## src/hdl/rpd_defines.svh

```systemverilog
// Register map, field positions and reset values of the rotor position detector
`ifndef RPD_DEFINES_SVH
`define RPD_DEFINES_SVH

`define RPD_IDX_CONTROL 16'h1FA0
`define RPD_IDX_CONFIG 16'h1FA1
`define RPD_IDX_STATUS 16'h1FA2
`define RPD_ADDR_CONTROL 16'h7E80
`define RPD_ADDR_CONFIG 16'h7E84
`define RPD_ADDR_STATUS 16'h7E88

`define RPD_CTL_SOFT_STOP 7
`define RPD_CTL_SOFT_START 6
`define RPD_CTL_TIMER_STOP_EN 5
`define RPD_CTL_TIMER_START_EN 4
`define RPD_CTL_SINGLE_INPUT 3
`define RPD_CTL_RECOUNT_EN 2
`define RPD_CTL_CHANGE_DETECT 1
`define RPD_CTL_DETECT_EN 0
`define RPD_CTL_STORED_MASK 8'h3F

`define RPD_CFG_CLK_HI 7
`define RPD_CFG_CLK_LO 6
`define RPD_CFG_MODE_HI 5
`define RPD_CFG_MODE_LO 4
`define RPD_CFG_COUNT_HI 3
`define RPD_CFG_COUNT_LO 0

`define RPD_RESET_CONTROL 8'h00
`define RPD_RESET_CONFIG 8'h00
`define RPD_RESET_STATUS 8'h00

`define RPD_EDGE_CURRENT 2'h0
`define RPD_EDGE_PWM_OFF 2'h1
`define RPD_EDGE_PRECEDING 2'h3

`define RPD_DIV_MASK_4 5'h03
`define RPD_DIV_MASK_8 5'h07
`define RPD_DIV_MASK_16 5'h0F
`define RPD_DIV_MASK_32 5'h1F

`define RPD_COUNT_ZERO 4'h0
`define RPD_COUNT_ONE 4'h1

`endif

```

## src/hdl/rpd_pkg.sv

```systemverilog
// Types shared by the rotor position detector
package rpd_pkg;

    typedef enum logic [1:0] {
        RPD_MODE_PWM_ON = 2'h0,
        RPD_MODE_CONTINUOUS = 2'h1,
        RPD_MODE_LOWER_PHASE = 2'h2,
        RPD_MODE_RESERVED = 2'h3
    } rpd_mode_type;

    typedef enum logic [1:0] {
        RPD_ST_IDLE = 2'h0,
        RPD_ST_SAMPLING = 2'h1,
        RPD_ST_DETECTED = 2'h3
    } rpd_state_type;

    typedef struct packed {
        logic [7:0] control;
        logic [7:0] config_reg;
        rpd_state_type state;
        logic [2:0] start_pattern;
        logic [1:0] edge_result;
        logic [3:0] hit_count;
        logic [4:0] div_count;
        logic seen_diff;
        logic rose_since_start;
        logic pwm_prev;
        logic detect_pulse;
        logic detect_irq;
        logic pready;
        logic pslverr;
        logic [31:0] prdata;
    } rpd_state_vec_type;

endpackage : rpd_pkg

```

## src/hdl/rpd_top.sv

```systemverilog
// Rotor position detector with APB register access
//
// Contract
// - Status bits 5/4 hold the edge result code
// - Edge result encodes current, off, preceding pulse
// - Status bit 3 shows sampling in progress
// - Change mode latches start inputs W,V,U
// - Bits 7:6 pick sample clock div 4..32
// - Bits 5:4 pick PWM-on, continuous, lower-phase
// - Ordinary mode fires after N consecutive matches
// - Change mode fires after N consecutive mismatches
// - Soft stop ends sampling, qualified match still fires
// - Soft start begins sampling at once
// - Timer stop trigger ends sampling when enabled
// - Timer start trigger begins sampling when enabled
// - Single input mode compares U only
// - Inputs configured as outputs compare as zero
// - Recount clears match counter while PWM off, in PWM-on mode only
// - Without recount the counter spans PWM intervals
// - Ordinary mode fires on mismatch turning match
// - Change mode fires on change from start
// - Control bit 0 enables detection; starts need it, clearing it ends sampling
// - Mode codes 00 PWM, 01 continuous, 10 lower
// - Count values 0 and 1 need one sample
// - Ordinary mode compares against expected pattern input
//
// Chosen here: the APB interface to the registers.
`include "rpd_defines.svh"

module rpd_top
    import rpd_pkg::*;
(
    input wire logic clk_sys,
    input wire logic rst,
    input wire logic psel,
    input wire logic penable,
    input wire logic pwrite,
    input wire logic [15:0] paddr,
    input wire logic [31:0] pwdata,
    output logic [31:0] prdata,
    output logic pready,
    output logic pslverr,
    input wire logic pos_in_u,
    input wire logic pos_in_v,
    input wire logic pos_in_w,
    input wire logic [2:0] pos_pin_is_output,
    input wire logic [2:0] expected_pattern_reg,
    input wire logic pwm_active,
    input wire logic lower_phase_on,
    input wire logic timer_start_trig,
    input wire logic timer_stop_trig,
    output logic detect_pulse,
    output logic detect_irq
);

    rpd_state_vec_type state_r;
    rpd_state_vec_type state_nxt;

    // Needed qualifying samples; 0 and 1 both mean one
    function automatic logic [3:0] rpd_needed(input logic [3:0] cnt);
        rpd_needed = (cnt == `RPD_COUNT_ZERO) ? `RPD_COUNT_ONE : cnt;
    endfunction

    // Compare pattern, U only when single input selected
    function automatic logic rpd_equal(input logic [2:0] a, input logic [2:0] b, input logic single);
        rpd_equal = single ? (a[0] == b[0]) : (a == b);
    endfunction

    // Count after a qualifying sample; the needed count never exceeds 15
    function automatic logic [3:0] rpd_count_up(input logic [3:0] cnt);
        rpd_count_up = cnt + `RPD_COUNT_ONE;
    endfunction

    // Whether one more qualifying sample completes the run
    function automatic logic rpd_reached(input logic [3:0] cnt, input logic [3:0] needed_cfg);
        rpd_reached = rpd_count_up(cnt) >= rpd_needed(needed_cfg);
    endfunction

    // Address decode of one register word
    function automatic logic rpd_addr_is(input logic [15:0] addr, input logic [15:0] word_addr);
        rpd_addr_is = (addr == word_addr);
    endfunction

    // Sampling mode field of the config byte
    function automatic rpd_mode_type rpd_mode_of(input logic [7:0] cfg);
        rpd_mode_of = rpd_mode_type'(cfg[`RPD_CFG_MODE_HI:`RPD_CFG_MODE_LO]);
    endfunction

    // A sample falls where the masked divider bits are all ones
    function automatic logic rpd_tick(input logic [4:0] cnt, input logic [4:0] mask);
        rpd_tick = ((cnt & mask) == mask);
    endfunction

    // Low-bit mask of the free divider
    function automatic logic [4:0] rpd_div_mask(input logic [1:0] sel);
        case (sel)
            2'h0: begin
                rpd_div_mask = `RPD_DIV_MASK_4;
            end
            2'h1: begin
                rpd_div_mask = `RPD_DIV_MASK_8;
            end
            2'h2: begin
                rpd_div_mask = `RPD_DIV_MASK_16;
            end
            default: begin
                rpd_div_mask = `RPD_DIV_MASK_32;
            end
        endcase
    endfunction

    // Whether the selected mode lets a tick be sampled
    function automatic logic rpd_gate(input rpd_mode_type sel, input logic pwm, input logic lower);
        case (sel)
            RPD_MODE_PWM_ON: begin
                rpd_gate = pwm;
            end
            RPD_MODE_CONTINUOUS: begin
                rpd_gate = 1'b1;
            end
            RPD_MODE_LOWER_PHASE: begin
                rpd_gate = lower;
            end
            default: begin
                // Reserved code samples nothing
                rpd_gate = 1'b0;
            end
        endcase
    endfunction

    // Where in the PWM pulse the detection fell
    function automatic logic [1:0] rpd_edge_code(input logic pwm, input logic rose);
        if (!pwm) begin
            rpd_edge_code = `RPD_EDGE_PWM_OFF;
        end else if (rose) begin
            rpd_edge_code = `RPD_EDGE_CURRENT;
        end else begin
            // On since before the start: pulse began earlier
            rpd_edge_code = `RPD_EDGE_PRECEDING;
        end
    endfunction

    // Status byte: edge result, sampling flag, start pattern
    function automatic logic [31:0] rpd_status_word(input logic [1:0] edge_code, input logic busy,
        input logic [2:0] pattern);
        rpd_status_word = {24'h000000, 2'h0, edge_code, busy, pattern};
    endfunction

    // Read mux; strobes are never stored so they read zero
    function automatic logic [31:0] rpd_read_word(input logic [15:0] addr, input logic [7:0] control,
        input logic [7:0] config_reg, input logic [31:0] status);
        case (addr)
            `RPD_ADDR_CONTROL: begin
                rpd_read_word = {24'h000000, control & `RPD_CTL_STORED_MASK};
            end
            `RPD_ADDR_CONFIG: begin
                rpd_read_word = {24'h000000, config_reg};
            end
            `RPD_ADDR_STATUS: begin
                rpd_read_word = status;
            end
            default: begin
                rpd_read_word = 32'h00000000;
            end
        endcase
    endfunction

    // Reference pattern: start pattern in change mode, else expected input
    function automatic logic [2:0] rpd_reference(input logic change, input logic [2:0] start,
        input logic [2:0] expected);
        if (change) begin
            rpd_reference = start;
        end else begin
            rpd_reference = expected;
        end
    endfunction

    // Ordinary mode needs a mismatch seen before matches count
    function automatic logic rpd_qualify(input logic change, input logic same, input logic seen_diff);
        if (change) begin
            rpd_qualify = ~same;
        end else begin
            rpd_qualify = same & seen_diff;
        end
    endfunction

    logic [2:0] pos_now;
    logic [4:0] div_mask;
    logic sample_tick;
    logic gate_open;
    logic same;
    logic qualify;
    logic start_req;
    logic stop_req;
    logic bus_done;
    logic wr_ctl;
    logic wr_cfg;
    logic mapped;
    rpd_mode_type mode;
    logic [31:0] rd_word;
    logic sample_now;
    logic recount_clear;
    logic soft_start_hit;
    logic timer_start_hit;
    logic soft_stop_hit;
    logic timer_stop_hit;
    logic [2:0] ref_pat;
    logic [3:0] count_cfg;

    always_comb begin
        state_nxt = state_r;
        // Pins set as outputs read as zero, allowing masking
        pos_now = {pos_in_w, pos_in_v, pos_in_u} & ~pos_pin_is_output;
        mode = rpd_mode_of(state_r.config_reg);

        // APB: completes one cycle into the access phase
        bus_done = psel & penable & state_r.pready;
        mapped = rpd_addr_is(paddr, `RPD_ADDR_CONTROL) | rpd_addr_is(paddr, `RPD_ADDR_CONFIG) |
            rpd_addr_is(paddr, `RPD_ADDR_STATUS);
        wr_ctl = bus_done & pwrite & rpd_addr_is(paddr, `RPD_ADDR_CONTROL);
        wr_cfg = bus_done & pwrite & rpd_addr_is(paddr, `RPD_ADDR_CONFIG);

        rd_word = rpd_read_word(paddr, state_r.control, state_r.config_reg,
            rpd_status_word(state_r.edge_result, state_r.state == RPD_ST_SAMPLING, state_r.start_pattern));

        // First access cycle is answered in the next; no other wait states
        if (psel && penable && !state_r.pready) begin
            state_nxt.pready = 1'b1;
            state_nxt.pslverr = ~mapped;
            if (pwrite) begin
                state_nxt.prdata = 32'h00000000;
            end else begin
                state_nxt.prdata = rd_word;
            end
        end else begin
            state_nxt.pready = 1'b0;
            state_nxt.pslverr = 1'b0;
            state_nxt.prdata = 32'h00000000;
        end

        if (wr_ctl) begin
            // Strobes are acted on below and never stored
            state_nxt.control = pwdata[7:0] & `RPD_CTL_STORED_MASK;
        end
        if (wr_cfg) begin
            // Settings are expected to change only while disabled
            state_nxt.config_reg = pwdata[7:0];
        end

        // Sample clock divider
        div_mask = rpd_div_mask(state_r.config_reg[`RPD_CFG_CLK_HI:`RPD_CFG_CLK_LO]);
        sample_tick = rpd_tick(state_r.div_count, div_mask);
        state_nxt.div_count = state_r.div_count + 5'h01;

        gate_open = rpd_gate(mode, pwm_active, lower_phase_on);
        sample_now = sample_tick & gate_open;
        count_cfg = state_r.config_reg[`RPD_CFG_COUNT_HI:`RPD_CFG_COUNT_LO];
        // Recount: counter restarts each PWM-on interval
        recount_clear = (mode == RPD_MODE_PWM_ON) & state_r.control[`RPD_CTL_RECOUNT_EN] & ~pwm_active;

        soft_start_hit = wr_ctl & pwdata[`RPD_CTL_SOFT_START];
        timer_start_hit = state_r.control[`RPD_CTL_TIMER_START_EN] & timer_start_trig;
        soft_stop_hit = wr_ctl & pwdata[`RPD_CTL_SOFT_STOP];
        timer_stop_hit = state_r.control[`RPD_CTL_TIMER_STOP_EN] & timer_stop_trig;
        // Start only when already enabled; a stop needs no detect enable
        start_req = state_r.control[`RPD_CTL_DETECT_EN] & (soft_start_hit | timer_start_hit);
        stop_req = soft_stop_hit | timer_stop_hit;

        ref_pat = rpd_reference(state_r.control[`RPD_CTL_CHANGE_DETECT], state_r.start_pattern,
            expected_pattern_reg);
        same = rpd_equal(pos_now, ref_pat, state_r.control[`RPD_CTL_SINGLE_INPUT]);
        qualify = rpd_qualify(state_r.control[`RPD_CTL_CHANGE_DETECT], same, state_r.seen_diff);

        state_nxt.pwm_prev = pwm_active;
        state_nxt.detect_pulse = 1'b0;
        state_nxt.detect_irq = 1'b0;

        case (state_r.state)
            RPD_ST_IDLE: begin
                if (start_req) begin
                    state_nxt.state = RPD_ST_SAMPLING;
                    state_nxt.start_pattern = pos_now;
                    state_nxt.hit_count = `RPD_COUNT_ZERO;
                    state_nxt.seen_diff = 1'b0;
                    state_nxt.rose_since_start = 1'b0;
                    state_nxt.edge_result = `RPD_EDGE_CURRENT;
                end
            end
            RPD_ST_SAMPLING, RPD_ST_DETECTED: begin
                if (pwm_active & ~state_r.pwm_prev) begin
                    state_nxt.rose_since_start = 1'b1;
                end
                if (recount_clear) begin
                    state_nxt.hit_count = `RPD_COUNT_ZERO;
                end else if (sample_now) begin
                    // Counter otherwise spans PWM intervals
                    if (qualify) begin
                        state_nxt.hit_count = rpd_count_up(state_r.hit_count);
                    end else begin
                        state_nxt.hit_count = `RPD_COUNT_ZERO;
                    end
                    if (!same) begin
                        state_nxt.seen_diff = 1'b1;
                    end
                    if (qualify && rpd_reached(state_r.hit_count, count_cfg)) begin
                        state_nxt.state = RPD_ST_DETECTED;
                    end
                end
                if (state_r.state == RPD_ST_DETECTED) begin
                    // A qualified match fires even if a stop coincides
                    state_nxt.detect_pulse = 1'b1;
                    state_nxt.detect_irq = 1'b1;
                    state_nxt.state = RPD_ST_IDLE;
                    state_nxt.hit_count = `RPD_COUNT_ZERO;
                    state_nxt.edge_result = rpd_edge_code(pwm_active, state_r.rose_since_start);
                end else if (stop_req && state_nxt.state != RPD_ST_DETECTED) begin
                    state_nxt.state = RPD_ST_IDLE;
                end
            end
            default: begin
                state_nxt.state = RPD_ST_IDLE;
            end
        endcase

        if (!state_r.control[`RPD_CTL_DETECT_EN] && state_r.state == RPD_ST_SAMPLING) begin
            state_nxt.state = RPD_ST_IDLE;
        end
    end

    always_ff @(posedge clk_sys) begin
        if (rst) begin
            state_r <= '0;
            state_r.control <= `RPD_RESET_CONTROL;
            state_r.config_reg <= `RPD_RESET_CONFIG;
            state_r.state <= RPD_ST_IDLE;
        end else begin
            state_r <= state_nxt;
        end
    end

    assign prdata = state_r.prdata;
    assign pready = state_r.pready;
    assign pslverr = state_r.pslverr;
    assign detect_pulse = state_r.detect_pulse;
    assign detect_irq = state_r.detect_irq;

endmodule // rpd_top

```

## config.mk

```make
export PLATFORM = sky130hd
export DESIGN_NAME = rpd_top
export DESIGN_NICKNAME = d
export VERILOG_FILES = /design/src/hdl/rpd_pkg.sv /design/src/hdl/rpd_top.sv
export VERILOG_INCLUDE_DIRS = /design/src /design/src/hdl
export SDC_FILE = /design/constraint.sdc
export NUM_CORES = 1
export LEC_CHECK = 0
export BUFFER_PORTS_ARGS = -buffer_cell sky130_fd_sc_hd__buf_2
export CAP_MARGIN = 20
export CORE_MARGIN = 2
export CORE_UTILIZATION = 53
export DETAILED_ROUTE_END_ITERATION = 16
export HOLD_SLACK_MARGIN = 0.08
export PLACE_DENSITY = 0.95
export SLEW_MARGIN = 30
export SYNTH_ARGS = -nofsm -noshare
export SYNTH_HDL_FRONTEND = slang
export SYNTH_SLANG_ARGS = --single-unit
```

## constraint.sdc

```tcl
create_clock -name clk_sys -period 5.45 [get_ports clk_sys]
set_input_delay 0.545 -clock clk_sys [delete_from_list [all_inputs] [get_ports clk_sys]]
set_output_delay 0.545 -clock clk_sys [all_outputs]
set_load 0.1 [all_outputs]
```

==> run metrics <==
status complete, no violations; PortBufs 53; Max Fclk between 0.4 and 0.5 GHz; Worst-Skew Late Latency 310 ps; critical path depth 6; setup bufs post-CTS 0; first-pass GRT wire length 8749 um; Max Buffers Root-to-Sink 2; hold_ws 454.8 ps; reg-to-reg startpoint count_cfg[3]; routability cong. 0.9269; DP Wirelength 4042 um; Worst Hold Class flop to flop; area leader, netlist dfxtp_1; DIE AREA between 5000 and 6000 um2; Resize count post-CTS 0; synth top area cells dfxtp_1 34%, buf_4 9.5%, mux2i_1 8.1%; FF-to-FF path depth 9; CTS clock-pin slew for the worst setup and hold paths 90 ps; post-synthesis cell count 303; Clock Skew around 8.6 ps; CTS Buf Count 5; root buffer cell clkbuf_8; total wire length 5376 um; final setup vio count 0; #FFs+latches synth 44; IO Pins just over 100; Worst path top cell family by delay simple AND/OR/NAND/NOR gates; Crit Path Class input port to flop; worst reg2reg setup slack around 3400 ps; Detail Route Antenna Nets 0; Max VDD drop 0.1557 mV; Syn Area/Cell 8.585 um2; core area 4723 um2; endpoints failing hold 0; Primary FF master, synth dfxtp_1; Syn. warnings 0; overall power 0.0007029 W; max cap viols 0; total gr overflow 0; Setup crit end mode[1]; combinational family with the most area after synthesis simple AND/OR/NAND/NOR gates; Cell Chain, Critical Path buf_2 -> nor4b_4 -> nand4_4 -> nor4_4 -> mux2i_1 -> nor2_1; post-route minimum period 2149 ps; TritonRoute pass-1 iters 4; H-tree depth 2; DRC 0; Placement Rows 25; Critical Path RT 5620 ps; CTS Hold Bufs 0; initial core utilization 55.07%; post-synthesis async set-or-reset flop share 0%; Yosys cell types 53; Pleak 1.218 nW; Die H 74.06 um; measured slew at the worst slew-check pin slightly below 800 ps; wire per inst 13.08 um; Crit. Startpoint paddr[4]; Buf/Inv on CP 1; slowest CP cell nor4_4; adder-cell share of the synthesized area 4.810%; post-synthesis mux area share 8.081%; Setup WS post-layout between 3000 and 4000 ps; most frequent cells in the layout 53 x buf_2, 44 x dfxtp_1, 36 x nor2_1; Slew HR roughly half; share of cells above drive strength 1 20.93%; critical path data arrival time ~2300 ps; die width 74.06 um; ant diodes 0; vias in the first global route 1998; total clock sinks 44; mapped cell area about 2600 um2; Compound-Gate Fraction of Synth Area 14.81%; Synth top area share between 30% and 40%; period utilization 39.43%; P&R area growth vs syn 9.572%; Fin Setup TNS 0 ps; critical path fanouts, max 15; GRT Total Usage 20.74%; Filler Cell Count 381; Power Dens Cells about 250 nW/um2; post-synthesis sequential area ratio 33.86%; Worst Setup End Kind flop; Post-layout nets 419; Setup crit start kind input port; routed vias/inst 5.292; XOR/XNOR Fraction of Synth Area about 2.7%; reg-to-reg endpoint state_r[53]; worst slack, placed 2994 ps; first-iteration detailed-routing DRC count 162; final slew viol count 0; antenna violations before repair 0; EDFF count, synth 0; CTS tree built; DR vias 2175; RSZ-0062 raised after global routing false; commonest non-fill, non-tap cell in the layout buf_2; simple-gate share of the synthesized area 22.08%; largest net degree at the start of global routing 37; critical path's largest stage delay 720 ps
## Yosys cell counts, types with 2 or more instances
master	count
o21ai_0	11
xor2_1	6
nor2_1	36
nand2_1	23
a21o_1	4
and3_1	3
clkbuf_1	6
ha_1	10
buf_6	2
nor3_1	3
nand2b_1	3
dfxtp_1	44
buf_2	2
nand3b_1	2
o211ai_1	2
mux2i_1	21
nor3b_1	3
inv_1	13
a211oi_1	3
nor2b_1	9
o22ai_1	2
nand3_1	8
buf_4	33
xnor2_1	2
a21oi_1	24
## metal layers
layer,global-route usage (%),routed length (um)
met1,24.25,2159
met2,35.91,2726
met3,4.336,351
met4,10.30,138
met5,0,0
## layout make-up
cell class	count	area (um2)	area share (%)
Clock buffer	5	68.82	2.414
Clock inverter	3	47.55	1.668
Inverter	13	48.80	1.712
Multi-Input combinational cell	226	1455	51.05
Sequential cell	44	880.8	30.90
Tap cell	67	83.83	2.941
Timing Repair Buffer	53	265.3	9.306
## flip-flops by register name, summed over array words and instances (netlist names)
name	flops
prdata	8
state_r	27
pslverr	1
detect_pulse	1
mode	2
pready	1
count_cfg	4
## where the power goes
part	total, W	switching [W]	internal (W)
Clock	0.000258	0.000120	0.000138
Sequential	0.000326	0.00000195	0.000324
Combinational	0.000118	0.0000991	0.0000194
## cell families after synthesis
logic type               Yosys count
AND/OR/NAND/NOR                  104
AO/OA/AOI/OAI                     59
buffers and inverters             56
flip-flops                        44
multiplexers                      21
adder cells (fa/ha/maj)           10
XOR/XNOR                           8
other                              1
## worst min path at each step
stage                              to  depth (start not counted)         from
after floorplan           state_r[39]                          1  state_r[39]
after global placement    state_r[39]                          1  state_r[39]
after detailed placement  state_r[39]                          1  state_r[39]
after CTS                 state_r[39]                          1  state_r[39]
after global routing      state_r[63]                          3    pwdata[0]
final                     state_r[39]                          1  state_r[39]
## metrics by stage
stage          instances  utilization [%]  cell area (um2)
6_report             411            60.34             2850
5_1_grt              411            60.34             2850
4_1_cts              411            60.34             2850
3_5_place_dp         403            57.88             2734
3_3_place_gp         403            57.88             2734
2_1_floorplan        326                -             2688
No activity file was read; power rests on OpenSTA's default activity.
